### src/rtl/ivu_pkg.sv
// What this block does
// - Sample flags at state5_phase2, poll next cycle.
// - Equal or higher level in service blocks call.
// - Call only in instruction's last cycle.
// - Exit or enable/priority write defers one instruction.
// - Blocked requests are not remembered.
// - Polling order only breaks same-level ties.
// - Acknowledge by forced long call, status unsaved.
// - Vector at 0x0003 plus eight per source.
// - Vectoring clears timer 0/1 and external flags, pins 0/1 in edge mode only.
// - Interrupt exit clears current in-service level.
// - Plain subroutine exit leaves in-service state.
// - External pins inverted and latched at state5_phase2.
// - Timer, serial flags set at state5_phase2.
// - Timer 2 overflow set state2_phase2, same-cycle poll.
// - Call lasts two machine cycles.
// - Instruction blocking adds three or five cycles.
// - Single-source response between three and nine.
// - Higher request preempts right after low vectoring.
// - Two priority bits give four levels.
// - Only strictly higher level preempts.
// - Fixed within-level polling order.
// - Individual and global enable both required.
package ivu_pkg;

  localparam int SRC_N = 15;
  localparam int LVL_N = 4;

  // Source indices, in vector order.
  localparam int SRC_EXT0   = 0;
  localparam int SRC_TMR0   = 1;
  localparam int SRC_EXT1   = 2;
  localparam int SRC_TMR1   = 3;
  localparam int SRC_SERIAL = 4;
  localparam int SRC_TMR2   = 5;
  localparam int SRC_ARRAY  = 6;
  localparam int SRC_ADC    = 7;
  localparam int SRC_ARRAY2 = 8;
  localparam int SRC_SEP    = 9;
  localparam int SRC_EXT2   = 10;
  localparam int EXT_N      = 7;

  localparam logic [15:0] VEC_BASE  = 16'h0003;
  localparam int          VEC_SHIFT = 3;

  // Flags cleared unconditionally when vectored.
  localparam logic [14:0] HW_CLR_MASK = 15'h7C0A;

  // Polling rank to source index, rank 0 wins ties.
  localparam logic [14:0][3:0] POLL_ORDER = {
    4'hE, 4'h5, 4'h4, 4'h6, 4'hD, 4'h3, 4'hC, 4'h7,
    4'h2, 4'hB, 4'h8, 4'h1, 4'hA, 4'h9, 4'h0};

  typedef enum logic [2:0] {
    ST_POLL  = 3'b001,
    ST_CALL1 = 3'b010,
    ST_CALL2 = 3'b100
  } ivu_state_t;

  typedef struct packed {
    logic last_cycle;
    logic exit_or_cfg_write;
    logic interrupt_exit_instr;
  } ivu_core_t;

  typedef struct packed {
    logic        global_int_enable;
    logic [14:0] int_enable_reg;
    logic [14:0] int_priority_reg;
    logic [14:0] int_priority_high;
    logic [1:0]  ext_edge_mode;
  } ivu_cfg_t;

  typedef struct packed {
    logic timer0_overflow;
    logic timer1_overflow;
    logic serial_req;
    logic timer2_external_flag;
    logic timer2_overflow_flag;
    logic array_req;
    logic adc_done_flag;
    logic array2_req;
    logic expansion_port_flag;
  } ivu_periph_t;

endpackage : ivu_pkg

### src/rtl/ivu_top.sv
`timescale 1ns/1ps
`default_nettype none

module ivu_top (
  // Clock and reset
  input  wire logic                 clk,
  input  wire logic                 sys_rst,
  // Machine-cycle phase enables
  input  wire logic                 state5_phase2,
  input  wire logic                 state2_phase2,
  // Core status and configuration
  input  wire ivu_pkg::ivu_core_t   core,
  input  wire ivu_pkg::ivu_cfg_t    cfg,
  // Request sources
  input  wire logic [6:0]           ext_request_n,
  input  wire ivu_pkg::ivu_periph_t periph,
  // Call to the core
  output logic                      forced_long_call,
  output logic [15:0]               vector_addr,
  // Status
  output logic [3:0]                in_progress,
  output logic [14:0]               hw_flag
);
  import ivu_pkg::*;

  // ****************************************************
  // State
  // ****************************************************
  typedef struct packed {
    ivu_state_t  fsm;
    logic [6:0]  pin_s1;
    logic [6:0]  pin_s2;
    logic [6:0]  pin_prev;
    logic [14:0] flag;
    logic [14:0] samp;
    logic        samp_tf2;
    logic [3:0]  in_prog;
    logic        call;
    logic [15:0] vector;
  } ivu_reg_t;

  ivu_reg_t st;
  ivu_reg_t next_st;

  // ****************************************************
  // Per-source priority level
  // ****************************************************
  logic [14:0][1:0] src_lvl;

  for (genvar i = 0; i < SRC_N; i++) begin : g_lvl
    assign src_lvl[i] = {cfg.int_priority_high[i],
                         cfg.int_priority_reg[i]};
  end

  // Walk the polling order from last rank to first so that an
  // equal level found later in the walk (an earlier rank) wins.
  function automatic logic [4:0] pick(
    input logic [14:0]      req,
    input logic [14:0][1:0] lvl
  );
    logic       found;
    logic [1:0] best;
    logic [3:0] sel;
    logic [3:0] idx;
    found = 1'b0;
    best  = 2'd0;
    sel   = 4'd0;
    for (int r = SRC_N - 1; r >= 0; r--) begin
      idx = POLL_ORDER[r];
      if (req[idx] && (!found || lvl[idx] >= best)) begin
        found = 1'b1;
        best  = lvl[idx];
        sel   = idx;
      end
    end
    return {found, sel};
  endfunction : pick

  // Highest in-service level, as a one-hot mask.
  function automatic logic [3:0] top_bit(input logic [3:0] v);
    logic [3:0] m;
    m = 4'h0;
    for (int k = 0; k < LVL_N; k++) begin
      if (v[k]) begin
        m = 4'h0;
        m[k] = 1'b1;
      end
    end
    return m;
  endfunction : top_bit

  // ****************************************************
  // Next state
  // ****************************************************
  logic [6:0]  act;
  logic [14:0] live;
  logic [14:0] polled;
  logic [14:0] elig;
  logic [4:0]  win;
  logic [1:0]  win_lvl;
  logic [3:0]  ip_top;
  logic [1:0]  ip_lvl;
  logic        blocked;
  logic        grant;
  logic [14:0] clr;

  always_comb begin
    next_st = st;
    // Second stage only; the first stage feeds nothing else.
    next_st.pin_s1 = ext_request_n;
    next_st.pin_s2 = st.pin_s1;
    act = ~st.pin_s2;

    // Flags held by peripherals are sampled as levels.
    live = st.flag;
    live[SRC_SERIAL] = periph.serial_req;
    live[SRC_TMR2]   = periph.timer2_external_flag;
    live[SRC_ARRAY]  = periph.array_req;
    live[SRC_ADC]    = periph.adc_done_flag;
    live[SRC_ARRAY2] = periph.array2_req;
    live[SRC_SEP]    = periph.expansion_port_flag;

    // Timer 2 overflow joins in the cycle it was caught.
    polled = st.samp;
    polled[SRC_TMR2] = st.samp[SRC_TMR2] | st.samp_tf2;

    elig = polled & cfg.int_enable_reg
         & {SRC_N{cfg.global_int_enable}};
    win     = pick(elig, src_lvl);
    win_lvl = src_lvl[win[3:0]];

    ip_top = top_bit(st.in_prog);
    ip_lvl = 2'd0;
    for (int k = 0; k < LVL_N; k++) begin
      if (ip_top[k]) begin
        ip_lvl = 2'(k);
      end
    end

    blocked = 1'b0;
    if ((st.in_prog != 4'h0) && (win_lvl <= ip_lvl)) begin
      blocked = 1'b1;
    end
    if (!core.last_cycle) begin
      blocked = 1'b1;
    end
    if (core.exit_or_cfg_write) begin
      blocked = 1'b1;
    end
    if (st.fsm != ST_POLL) begin
      blocked = 1'b1;
    end
    grant = state5_phase2 && win[4] && !blocked;

    if (state2_phase2) begin
      next_st.samp_tf2 = periph.timer2_overflow_flag;
    end

    // Interrupt exit releases the top level; a plain return
    // reaches no input here, so it cannot release it.
    if (core.interrupt_exit_instr) begin
      next_st.in_prog = st.in_prog & ~ip_top;
    end

    clr = 15'h0000;
    if (grant) begin
      clr = HW_CLR_MASK;
      clr[SRC_EXT0] = cfg.ext_edge_mode[0];
      clr[SRC_EXT1] = cfg.ext_edge_mode[1];
      clr = clr & (15'h0001 << win[3:0]);
      next_st.in_prog[win_lvl] = 1'b1;
      next_st.vector = VEC_BASE
        + 16'({win[3:0], 3'b000});
      next_st.call = 1'b1;
      next_st.fsm  = ST_CALL1;
    end
    next_st.flag = st.flag & ~clr;

    if (state5_phase2) begin
      // Samples are replaced every cycle, nothing carries over.
      next_st.samp     = live;
      next_st.pin_prev = act;
      // Level mode tracks the pin; edge mode catches a fall.
      for (int e = 0; e < 2; e++) begin
        if (cfg.ext_edge_mode[e]) begin
          if (act[e] && !st.pin_prev[e]) begin
            next_st.flag[2 * e] = 1'b1;
          end
        end else begin
          next_st.flag[2 * e] = act[e];
        end
      end
      for (int e = 2; e < EXT_N; e++) begin
        if (act[e]) begin
          next_st.flag[SRC_EXT2 + e - 2] = 1'b1;
        end
      end
      // Set wins over the vectoring clear in the same cycle.
      if (periph.timer0_overflow) begin
        next_st.flag[SRC_TMR0] = 1'b1;
      end
      if (periph.timer1_overflow) begin
        next_st.flag[SRC_TMR1] = 1'b1;
      end
      // The call spans the two machine cycles after polling.
      case (st.fsm)
        ST_POLL: begin
        end
        ST_CALL1: begin
          next_st.fsm = ST_CALL2;
        end
        ST_CALL2: begin
          next_st.fsm  = ST_POLL;
          next_st.call = 1'b0;
        end
        default: begin
          next_st.fsm  = ST_POLL;
          next_st.call = 1'b0;
        end
      endcase
    end
  end

  // ****************************************************
  // Registers
  // ****************************************************
  always_ff @(posedge clk or posedge sys_rst) begin
    if (sys_rst) begin
      st          <= '0;
      st.fsm      <= ST_POLL;
      st.pin_s1   <= 7'h7F;
      st.pin_s2   <= 7'h7F;
      st.vector   <= VEC_BASE;
    end else begin
      st <= next_st;
    end
  end

  assign forced_long_call = st.call;
  assign vector_addr      = st.vector;
  assign in_progress      = st.in_prog;
  assign hw_flag          = st.flag;

endmodule : ivu_top

`default_nettype wire

### config.mk
export PLATFORM = sky130hd
export DESIGN_NAME = ivu_top
export DESIGN_NICKNAME = d
export VERILOG_FILES = /design/src/rtl/ivu_pkg.sv /design/src/rtl/ivu_top.sv
export SDC_FILE = /design/constraint.sdc
export NUM_CORES = 1
export LEC_CHECK = 0
export BUFFER_PORTS_ARGS = -buffer_cell sky130_fd_sc_hd__buf_2
export CORE_MARGIN = 3
export CORE_UTILIZATION = 40
export DETAILED_ROUTE_END_ITERATION = 7
export SETUP_SLACK_MARGIN = 0.3
export SLEW_MARGIN = 15
export SYNTH_ARGS = -nofsm -noshare
export SYNTH_HDL_FRONTEND = slang
export SYNTH_SLANG_ARGS = --single-unit
### constraint.sdc
create_clock -name clk -period 38.2 [get_ports clk]
set_input_delay 7.64 -clock clk [delete_from_list [all_inputs] [get_ports clk]]
set_output_delay 7.64 -clock clk [all_outputs]
set_load 0.01 [all_outputs]
Word-level counts from Yosys, hierarchy flattened --
Index checks and enable logic that the tools add are counted.
Storage, ports and cells: output and inout bits 36, register bits after elaboration 71, logic and storage cells 176, input bits 71
Operators by class: mux-type cells 80, order comparisons 18, reductions and logical operators 53, add/sub/neg operators 1, shift operators 1, equality and inequality tests 3, bitwise logic cells 10
Operators by type and width (number):
- $mux W4 | 19
- $and A15 B15 Y15 | 4
- $mux W1 | 35
- $mux W2 | 17
- $ge A2 B2 Y1 | 14
- $mux W21 | 1
- $logic_and A1 B1 Y1 | 20
- $mux W19 | 1
- $logic_not A1 Y1 | 17
- $mux W15 | 1
- $not A15 Y15 | 1
- $shl A1 B4 Y15 const A | 1
- $logic_or A1 B1 Y1 | 14
- $add A2 B7 Y8 const A | 1
- $bmux W2 S4 | 1
- $not A7 Y7 | 1
- $mux W3 | 2
- $pmux W3 S2 | 1
- $lt A4 B5 Y1 const B | 1
- $mux W5 | 1
- $and A4 B4 Y4 | 1
- $not A4 Y4 | 1
- $or A4 B4 Y4 | 1
- $reduce_bool A4 Y1 | 1
- 9 further kinds | 9

Longest topological paths before layout --
Gate-level depths: netlist of the first run.
depth after elaboration 76, gate-level depth with buffers 116, depth with buffers taken out 114

Least setup slack after synthesis of the first run --
No wires, ideal clock.
path type input port to flip-flop, start input cfg[47] in the netlist's numbering, end register st (netlist bit hw_flag[12]), setup slack 10.110 ns, data required time 38.070 ns, path buffers 3, library setup time 0.130 ns, arrival 27.960 ns, stages on the path 109, cell sequence clkinv_1 -> nor3_1 -> ha_1 -> nand2b_4 -> a211oi_2 -> o211ai_1 -> and2_2 -> ha_1 -> a21oi_1 -> a211oi_2 -> mux2_2 -> ha_1 -> nand2b_1 -> a221oi_1 -> or2_2 -> mux2_2 -> ha_1 -> nand2b_1 -> [... 73 more ...] -> nand4_1 -> o21ai_0 -> nand3_1 -> or2_0 -> clkbuf_1 -> a311o_1 -> o32a_1 -> mux2_2 -> ha_1 -> nand2_1 -> o21ai_0 -> o41ai_1 -> o2111ai_1 -> clkbuf_1 -> nor2b_1 -> nand2_1 -> o21ai_0 -> o21ai_0
RTL lines:
- start, declared | line ivu_top.sv:13 | input wire ivu_pkg::ivu_cfg_t cfg,
- end signal, assigned | line ivu_top.sv:235 | st <= next_st;
- end, declared | line ivu_top.sv:42 | ivu_reg_t st;

==> run summary, run 1 <==
Root Buffer = clkbuf_8
# H-tree levels = 2
most used cell, CP = ha_1
Post-Layout Cell Count = 716
vias in the first global route = 3789
area delta synth->final = 10.2%
RSZ-0062 raised after global routing = no
Die W = 111 µm
critical path's slowest cell = a211oi_1
Sw Ratio = 39.5%
CP max FO = 22
I/O Buffers = 88
PwrDens = 39.2 nW/µm²
period utilisation layout = 83.7%
Filler cells = 1042
critical path launch point type = primary input
fin area = 4860 µm²
die area = 12300 µm²
total CTS buffers = 5
first-pass GRT wire length = 20100 µm
Mapped Cells = 512
DRT iter0 DRCs = 190
ant diodes = 0
nets = 673
EDFF count, synth = 0
fin crit period = 31.97 ns
R2R Path End = hw_flag[2]
TritonCTS clock tree = yes
Pint = 115 µW
cell depth of the worst setup path = 108
switching pwr = 75.2 µW
Crit path max-delay family = compound AO/OA/AOI/OAI gates
gr ovfl total = 0
count of pins over their slew limit = 0
Tot GR Track Use = 19.9%
Detail Route Antenna Nets = 0
Die H = 111 µm
relative slew slack = 43.7%
Worst setup EP type = flop
synthesized cell area = 4410 µm²
Setup violations, final = 0
Max clock buf depth = 2
commonest non-fill, non-tap cells in the layout = buf_2 (88), nand2_1 (52), o21ai_0 (40), dfrtp_1 (38), nor2_1 (37)
gp weighted congestion = 0.922
crit path from = cfg[47]
Most used DFF post-synth = dfrtp_1
Resized Gates After CTS = 0
largest net degree at the start of global routing = 54
Clock transition at path regs = 0.09 ns
Seq/Total Area, Yosys = 30.5%
R2R Setup Slk = 13.78 ns
WL final = 12400 µm
average size of a mapped cell = 8.61 µm²
Final Hold Viols = 0
DR WL/cell = 17.3 µm
YS warnings = 0
crit-path max cell delay = 0.58 ns
Worst Path Arrival = 32.16 ns
Critical Path RT = 38.40 ns
initial antenna violation count = 0
setup TNS = 0 ns
top-level I/O count = 107
Post-synth ARST share = 100%
Clk pwr share = 16.9%
CP Class = in2reg
Reg power frac = 36.6%
Min-Delay Path Class = reg2reg
DR DRC count = 0
commonest non-fill, non-tap cell in the layout = buf_2
via count = 4048
starting density of the core = 41.9%
# hold bufs at CTS = 0
setup bufs post-CTS = 0
cells on worst reg2reg path = 107
Core Rows = 37
clk sink count = 53
outcome = finished clean
Worst Setup EP = hw_flag[2]
share of layout cells above drive strength 1 = 28.3%
HPWL after DPL = 10200 µm
core area = 10500 µm²
power share of the combinational group = 46.4%
DRT Pass-1 Iters = 5
reg2reg start = polled[14]
worst slew pin tran = 0.844 ns
post-synth cell types = 77
Clock Latency Late Sink = 0.30 ns
Buf/Inv on CP = 4
max frequency = 31.3 MHz
Via density = 5.65
# placed instances = 708
Static Leak = 0.00224 µW
Yosys reg bits = 53
Max VDD drop = 0.0294 mV
skew final = 0.00508 ns
maxcap violations = 0
Cell Area, Placed = 4760 µm²
-- stage by stage --
| step | util (%) | hold slack (ns) | worst slack [ns] | power, µW |
|---|---|---|---|---|
| finish | 46.2 | 0.359 | 6.23 | 190 |
| global route | 46.2 | 0.364 | 4.08 | 205 |
| CTS | 46.2 | 0.360 | 6.53 | 192 |
| detailed placement | 45.3 | 0.347 | 6.31 | 158 |
| global placement | 45.3 | 0.346 | 6.55 | 157 |
| floorplan | - | 0.345 | 10.11 | 139 |
-- cell families after synthesis --
logic type | share of synthesized area (%)
adder cells (fa/ha/maj) | 6.53
buffers and inverters | 10.1
multiplexers | 9.85
flip-flops | 30.5
XOR/XNOR | 0.199
AO/OA/AOI/OAI | 24.7
other | 0.170
AND/OR/NAND/NOR | 18.0
-- layout make-up --
class	count	area, µm²	area share, %
well taps	136	170	3.50
flip-flops and latches	53	1350	27.7
clock inverters	2	13.8	0.283
clock buffers	6	82.6	1.70
repair buffers	89	448	9.22
inverters	32	120	2.47
multi-input cells	398	2680	55.1
-- worst min-delay path by stage --
stage / slack, ns / cells past startpoint / from / to
6_report: 0.36 / 0 / next_st[62] / st[62]
3_3_place_gp: 0.35 / 0 / next_st[61] / st[61]
3_5_place_dp: 0.35 / 0 / next_st[63] / st[63]
5_1_grt: 0.36 / 0 / next_st[63] / st[63]
2_1_floorplan: 0.35 / 0 / next_st[59] / st[59]
4_1_cts: 0.36 / 0 / next_st[59] / st[59]
-- layer usage --
layer | track usage (%) | routed length, µm | part of all wire, %
met1 | 28.3 | 5720 | 46
met2 | 32.3 | 5770 | 46
met3 | 2.35 | 717 | 5.8
met4 | 4.76 | 214 | 1.7
met5 | 0 | 0 | 0
-- sequential cells by signal, indices dropped and copies added, names as in the netlist --
register,cells
polled,14
st,14
hw_flag,9
next_st,7
in_progress,4
vector_addr,4
forced_long_call,1
-- synth_stat cells, drive strengths merged (9+ instances only) --
cell | instances | area (µm²)
ha | 23 | 288
mux2i | 13 | 130
buf | 39 | 302
dfrtp | 38 | 951
nor2 | 37 | 139
nand2 | 53 | 206
dfstp | 15 | 394
nand3 | 16 | 80.1
inv | 31 | 116
nand2b | 18 | 120
a21oi | 31 | 159
o21ai | 45 | 236
a22oi | 9 | 67.6
mux2 | 27 | 304
-- worst register-to-register path, delay by kind of cell (launching register included) --
kind	cells	cell delay, ns
AO/OA/AOI/OAI	46	10.66
adder cells (fa/ha/maj)	15	4.06
buffers and inverters	2	0.15
flip-flops	1	0.49
multiplexers	9	3.30
AND/OR/NAND/NOR	35	5.68
-- power groups by stage --
stage | Sequential (µW) | Clock [µW] | Combinational [µW]
after global routing | 70.9 | 35.6 | 98.9
final | 69.7 | 32.2 | 88.3
after detailed placement | 70.8 | 0 | 87.6
after CTS | 69.8 | 33.7 | 88.1
after floorplan | 69.2 | 0 | 69.3
after global placement | 70.5 | 0 | 86.6
Note: power is estimated with default switching activity, not from simulation.
==> run 2: changes to the inputs <==
==> constraint.sdc (replaced) <==
create_clock -name clk -period 29.2 [get_ports clk]
set_input_delay 5.84 -clock clk [delete_from_list [all_inputs] [get_ports clk]]
set_output_delay 5.84 -clock clk [all_outputs]
set_load 0.01 [all_outputs]
==> run 2 against run 1 <==
Sequential power is 31% higher. Clock skew is 0.0017 ns higher. Highest routed layer unchanged. Die area stayed put. Critical path depth is 2 higher. Wire length is 1.1% lower. Critical path type unchanged. Via count is 0.62% higher. Clock power is 27% higher.
==> run summary, run 2 (synthesized netlist as in run 1, its figures left out) <==
WL final = 12300 µm (-1.1%)
core area = 10500 µm² (unchanged)
Tot GR Track Use = 19.6% (-0.31 points)
Max VDD drop = 0.0349 mV (+19%)
Root Buffer = clkbuf_8
multi-input combinational cell area = 2720 µm² (+1.6%)
vias in the first global route = 4002 (+5.6%)
critical path launch point type = primary input
PwrDens = 50.5 nW/µm² (+29%)
I/O Buffers = 88 (unchanged)
gr ovfl total = 0 (unchanged)
outcome = finished clean
Via density = 5.57 (-1.4%)
reg2reg start = polled[14]
crit-path max cell delay = 0.40 ns (-0.18 ns)
clk sink count = 53 (unchanged)
die area = 12300 µm² (unchanged)
commonest non-fill, non-tap cells in the layout = buf_2 (88), nand2_1 (52), o21ai_0 (38), dfrtp_1 (38), nor2_1 (36)
Post-Layout Cell Count = 731 (+2.1%)
top-level I/O count = 107 (unchanged)
maxcap violations = 0 (unchanged)
period utilisation layout = 93.0%
setup ws final = 2.05 ns (-4.18 ns)
HPWL after DPL = 9970 µm (-2.5%)
Detail Route Antenna Nets = 0 (unchanged)
fin crit period = 27.15 ns
gp weighted congestion = 0.902 (-2.2%)
sequential cell area = 1350 µm² (unchanged)
ant diodes = 0 (unchanged)
relative slew slack = 56.6% (+13 points)
Max clock buf depth = 2 (unchanged)
Critical Path RT = 29.38 ns (-9.02 ns)
most used cell, CP = ha_1
Setup WS pre-CTS = 0.585 ns (-5.73 ns)
cells on worst reg2reg path = 109 (+1.9%)
via count = 4073 (+0.62%)
largest net degree at the start of global routing = 54 (unchanged)
Clock Latency Late Sink = 0.30 ns (about the same)
Core Rows = 37 (unchanged)
Final Hold Viols = 0 (unchanged)
CP max FO = 11 (-50%)
critical path's slowest cell = mux2_2
Clock transition at path regs = 0.09 ns (about the same)
# H-tree levels = 2 (unchanged)
DR DRC count = 0 (unchanged)
max frequency = 36.8 MHz
worst hold path depth = 0 (unchanged)
post-layout util = 47.7% (+1.4 points)
CP Class = in2reg
DRT iter0 DRCs = 199 (+4.7%)
total CTS buffers = 5 (unchanged)
crit path from = cfg[46]
Die W = 111 µm (unchanged)
Static Leak = 0.00231 µW (+3.2%)
# hold bufs at CTS = 0 (unchanged)
Min-Delay Path Class = reg2reg
Worst Path Arrival = 27.33 ns (-4.83 ns)
Die H = 111 µm (unchanged)
Filler cells = 1034 (-0.77%)
DRT Pass-1 Iters = 5 (unchanged)
setup TNS = 0 ns (unchanged)
# placed instances = 719 (+1.6%)
commonest non-fill, non-tap cell in the layout = buf_2
share of layout cells above drive strength 1 = 31.4% (+3.2 points)
count of pins over their slew limit = 0 (unchanged)
RSZ-0062 raised after global routing = no
nets = 688 (+2.2%)
area delta synth->final = 13.6%
Worst setup EP type = flop
worst slew pin tran = 0.651 ns (-0.193 ns)
first-pass GRT wire length = 19900 µm (-1.3%)
starting density of the core = 41.9% (unchanged)
min-delay src = next_st[63]
skew final = 0.00674 ns (+0.00167 ns)
TritonCTS clock tree = yes
initial antenna violation count = 0 (unchanged)
DR WL/cell = 16.8 µm (-3.1%)
hold_ws = 0.359 ns (-0.000683 ns)
Setup violations, final = 0 (unchanged)
## run 2: changes by cell type in the layout (fill, tap and decap cells not counted), sizes merged
cell  before  now
buf       89  104
## run 2: critical path, delay by kind of cell
| kind | cells | cell delay [ns] |
|---|---|---|
| AO/OA/AOI/OAI | 46 | 8.69 |
| adder cells (fa/ha/maj) | 15 | 4.01 |
| buffers and inverters | 8 | 0.96 |
| multiplexers | 9 | 3.18 |
| AND/OR/NAND/NOR | 32 | 4.60 |
## run 2: cell type report
type,count,area share (%)
clock buffers,6,1.65
clock inverters,2,0.175
inverters,32,2.40
multi-input cells,398,54.3
flip-flops and latches,53,26.9
well taps,136,3.40
repair buffers,104,11.2
## run 2: power by group
group,total (µW),internal (µW),leakage [µW],switching (µW)
sequential,91.2,83.7,0.000583,7.51
clock,41.0,18.8,0.0000486,22.2
combinational,121,51.8,0.00168,69.0
## run 2: routing by layer
layer,up-vias,share of wire [%],routed length [µm],global-route usage (%)
met5,-,0,0,0
li1,1980,-,-,-
met1,1907,45,5580,26.7
met4,0,3.4,413,7.88
met2,158,45,5520,31.6
met3,28,6.3,771,2.18
## run 2: per-stage QoR
stage,area (µm²),total power (µW)
5_1_grt,5010,274
6_report,5010,253
3_5_place_dp,4840,210
2_1_floorplan,4470,181
3_3_place_gp,4840,208
4_1_cts,4940,253
## run 2: worst paths after layout
kind	to	slack (ns)
max in group asynchronous	vector_addr[4]	23.06
max	in_progress[0]	2.05
min in group asynchronous	polled[14]	5.71
min	st[63]	0.36
max reg2reg	in_progress[0]	7.25
min reg2reg	st[63]	0.36
## run 2: what timing repair did
item,4_1_cts,5_1_grt
buffers inserted,0,4
setup endpoints to repair,0,20
resized for setup,0,12
==> run 3: changes to the inputs <==
--- a/config.mk
+++ b/config.mk
@@ -9,6 +9,7 @@
 export CORE_MARGIN = 3
 export CORE_UTILIZATION = 40
 export DETAILED_ROUTE_END_ITERATION = 7
+export REMOVE_ABC_BUFFERS = 1
 export SETUP_SLACK_MARGIN = 0.3
 export SLEW_MARGIN = 15
 export SYNTH_ARGS = -nofsm -noshare
==> constraint.sdc (replaced) <==
create_clock -name clk -period 29.2 [get_ports clk]
set_input_delay 5.84 -clock clk [delete_from_list [all_inputs] [get_ports clk]]
set_output_delay 5.84 -clock clk [all_outputs]
set_load 0.005 [all_outputs]
==> run 3 against run 2 <==
Non-clock buffer count unchanged. Largest power group unchanged. Global-route usage decreased by 0.11 points. Core utilization is 0.20 points higher. Maximum frequency grew 0.60%. Combinational power hardly changed.
==> run summary, run 3 (synthesized netlist as in run 1, its figures left out) <==
first-pass GRT wire length = 19800 µm (-0.35%)
# hold bufs at CTS = 0 (unchanged)
# H-tree levels = 2 (unchanged)
Max clock buf depth = 2 (unchanged)
total CTS buffers = 5 (unchanged)
power share of the combinational group = 47.3% (-0.4 points)
core area = 10500 µm² (unchanged)
Tot GR Track Use = 19.5% (-0.11 points)
Pint = 158 µW (+2.3%)
die area = 12300 µm² (unchanged)
Via density = 5.65 (+1.5%)
Critical Path RT = 29.38 ns (about the same)
Detail Route Antenna Nets = 0 (unchanged)
Sw Ratio = 38.3% (-0.72 points)
worst slew pin tran = 0.654 ns (+0.00299 ns)
critical path's slowest cell = mux2_2
crit-path max cell delay = 0.40 ns (about the same)
DRT Pass-1 Iters = 5 (unchanged)
switching pwr = 97.9 µW (-0.81%)
Crit path max-delay family = compound AO/OA/AOI/OAI gates
Clock Latency Late Sink = 0.30 ns (about the same)
vias in the first global route = 3946 (-1.4%)
I/O Buffers = 88 (unchanged)
RSZ-0062 raised after global routing = no
critical path launch point type = primary input
ant diodes = 0 (unchanged)
starting density of the core = 41.9% (unchanged)
largest net degree at the start of global routing = 54 (unchanged)
Final Hold Viols = 0 (unchanged)
Max VDD drop = 0.0474 mV (+36%)
DR WL/cell = 16.8 µm (+0.11%)
fin crit period = 26.98 ns (-0.162 ns)
PwrDens = 50.8 nW/µm² (+0.63%)
WL final = 12300 µm (+0.11%)
Core Rows = 37 (unchanged)
count of pins over their slew limit = 0 (unchanged)
Clock transition at path regs = 0.09 ns (about the same)
HPWL after DPL = 10100 µm (+0.85%)
initial antenna violation count = 0 (unchanged)
Setup violations, final = 0 (unchanged)
Min-Delay Path Class = reg2reg
relative slew slack = 56.4% (-0.20 points)
commonest non-fill, non-tap cells in the layout = buf_2 (88), nand2_1 (52), dfrtp_1 (38), nor2_1 (37), o21ai_0 (37)
Reg power frac = 35.5% (-0.6 points)
outcome = finished clean
CP max FO = 11 (unchanged)
share of layout cells above drive strength 1 = 32.1% (+0.67 points)
skew final = 0.00852 ns (+0.00178 ns)
gp weighted congestion = 0.943 (+4.5%)
Clk pwr share = 17.2% (+1.0 points)
most used cell, CP = ha_1
Setup WS pre-CTS = 0.962 ns (+0.376 ns)
nets = 688 (unchanged)
gr ovfl total = 0 (unchanged)
TritonCTS clock tree = yes
Filler cells = 1050 (+1.5%)
setup ws final = 2.22 ns (+0.162 ns)
via count = 4133 (+1.5%)
clk sink count = 53 (unchanged)
period utilisation layout = 92.4% (-0.55 points)
commonest non-fill, non-tap cell in the layout = buf_2
Root Buffer = clkbuf_8
Die W = 111 µm (unchanged)
Worst setup EP type = flop
Worst Path Arrival = 27.16 ns (-0.17 ns)
DRT iter0 DRCs = 199 (unchanged)
setup TNS = 0 ns (unchanged)
DR DRC count = 0 (unchanged)
CP Class = in2reg
maxcap violations = 0 (unchanged)
Buf/Inv on CP = 6 (-2)
top-level I/O count = 107 (unchanged)
Static Leak = 0.00231 µW (about the same)
max frequency = 37.1 MHz (+0.60%)
Die H = 111 µm (unchanged)
area delta synth->final = 14.1%
==> run 3: cell type report <==
| class | instances | area, µm² | share of cell area [%] |
|---|---|---|---|
| Timing Repair Buffer | 104 | 561 | 11.1 |
| Clock inverter | 1 | 5.00 | 0.0995 |
| Multi-Input combinational cell | 398 | 2730 | 54.3 |
| Inverter | 32 | 120 | 2.39 |
| Tap cell | 136 | 170 | 3.38 |
| Clock buffer | 7 | 96.3 | 1.92 |
| Sequential cell | 53 | 1350 | 26.7 |
==> run 3: path summary, 6_finish.rpt <==
check	from	endpoint	slack, ns	depth (start not counted)
min reg2reg	next_st[59]	st[59]	0.35	0
min	next_st[59]	st[59]	0.35	0
max in group asynchronous	sys_rst	hw_flag[2]	23.06	3
max reg2reg	polled[14]	hw_flag[10]	7.39	110
max	cfg[46]	hw_flag[10]	2.22	111
min in group asynchronous	sys_rst	polled[14]	5.71	3
==> run 3: what timing repair did <==
item,4_1_cts,5_1_grt
setup buffers,0,3
endpoints found under the setup margin,0,20
resized for setup,0,16
hold endpoints to repair,0,0
==> run 3: power groups by stage <==
stage / Clock [µW] / Combinational, µW / Sequential [µW]
4_1_cts: 45.8 / 117 / 90.9
5_1_grt: 47.9 / 135 / 92.5
3_5_place_dp: 0 / 116 / 92.2
6_report: 44.1 / 121 / 90.8
2_1_floorplan: 0 / 77.6 / 91.1
3_3_place_gp: 0 / 114 / 91.7
==> run 3: through the flow <==
stage	cell area, µm²	util (%)	power [µW]	hold WS (ns)	instances
3_3_place_gp	4850	46.2	206	0.345	720
2_1_floorplan	4140	-	169	0.345	483
3_5_place_dp	4850	46.2	208	0.347	720
5_1_grt	5030	47.9	275	0.361	731
6_report	5030	47.9	256	0.351	731
4_1_cts	4950	47.1	253	0.357	728
==> run 3: per-layer routing <==
layer	routed length, µm	vias up	global-route usage (%)
li1	-	1972	-
met1	5670	1992	27.2
met2	5750	154	32.2
met3	656	15	2.24
met4	225	0	4.93
met5	0	-	0
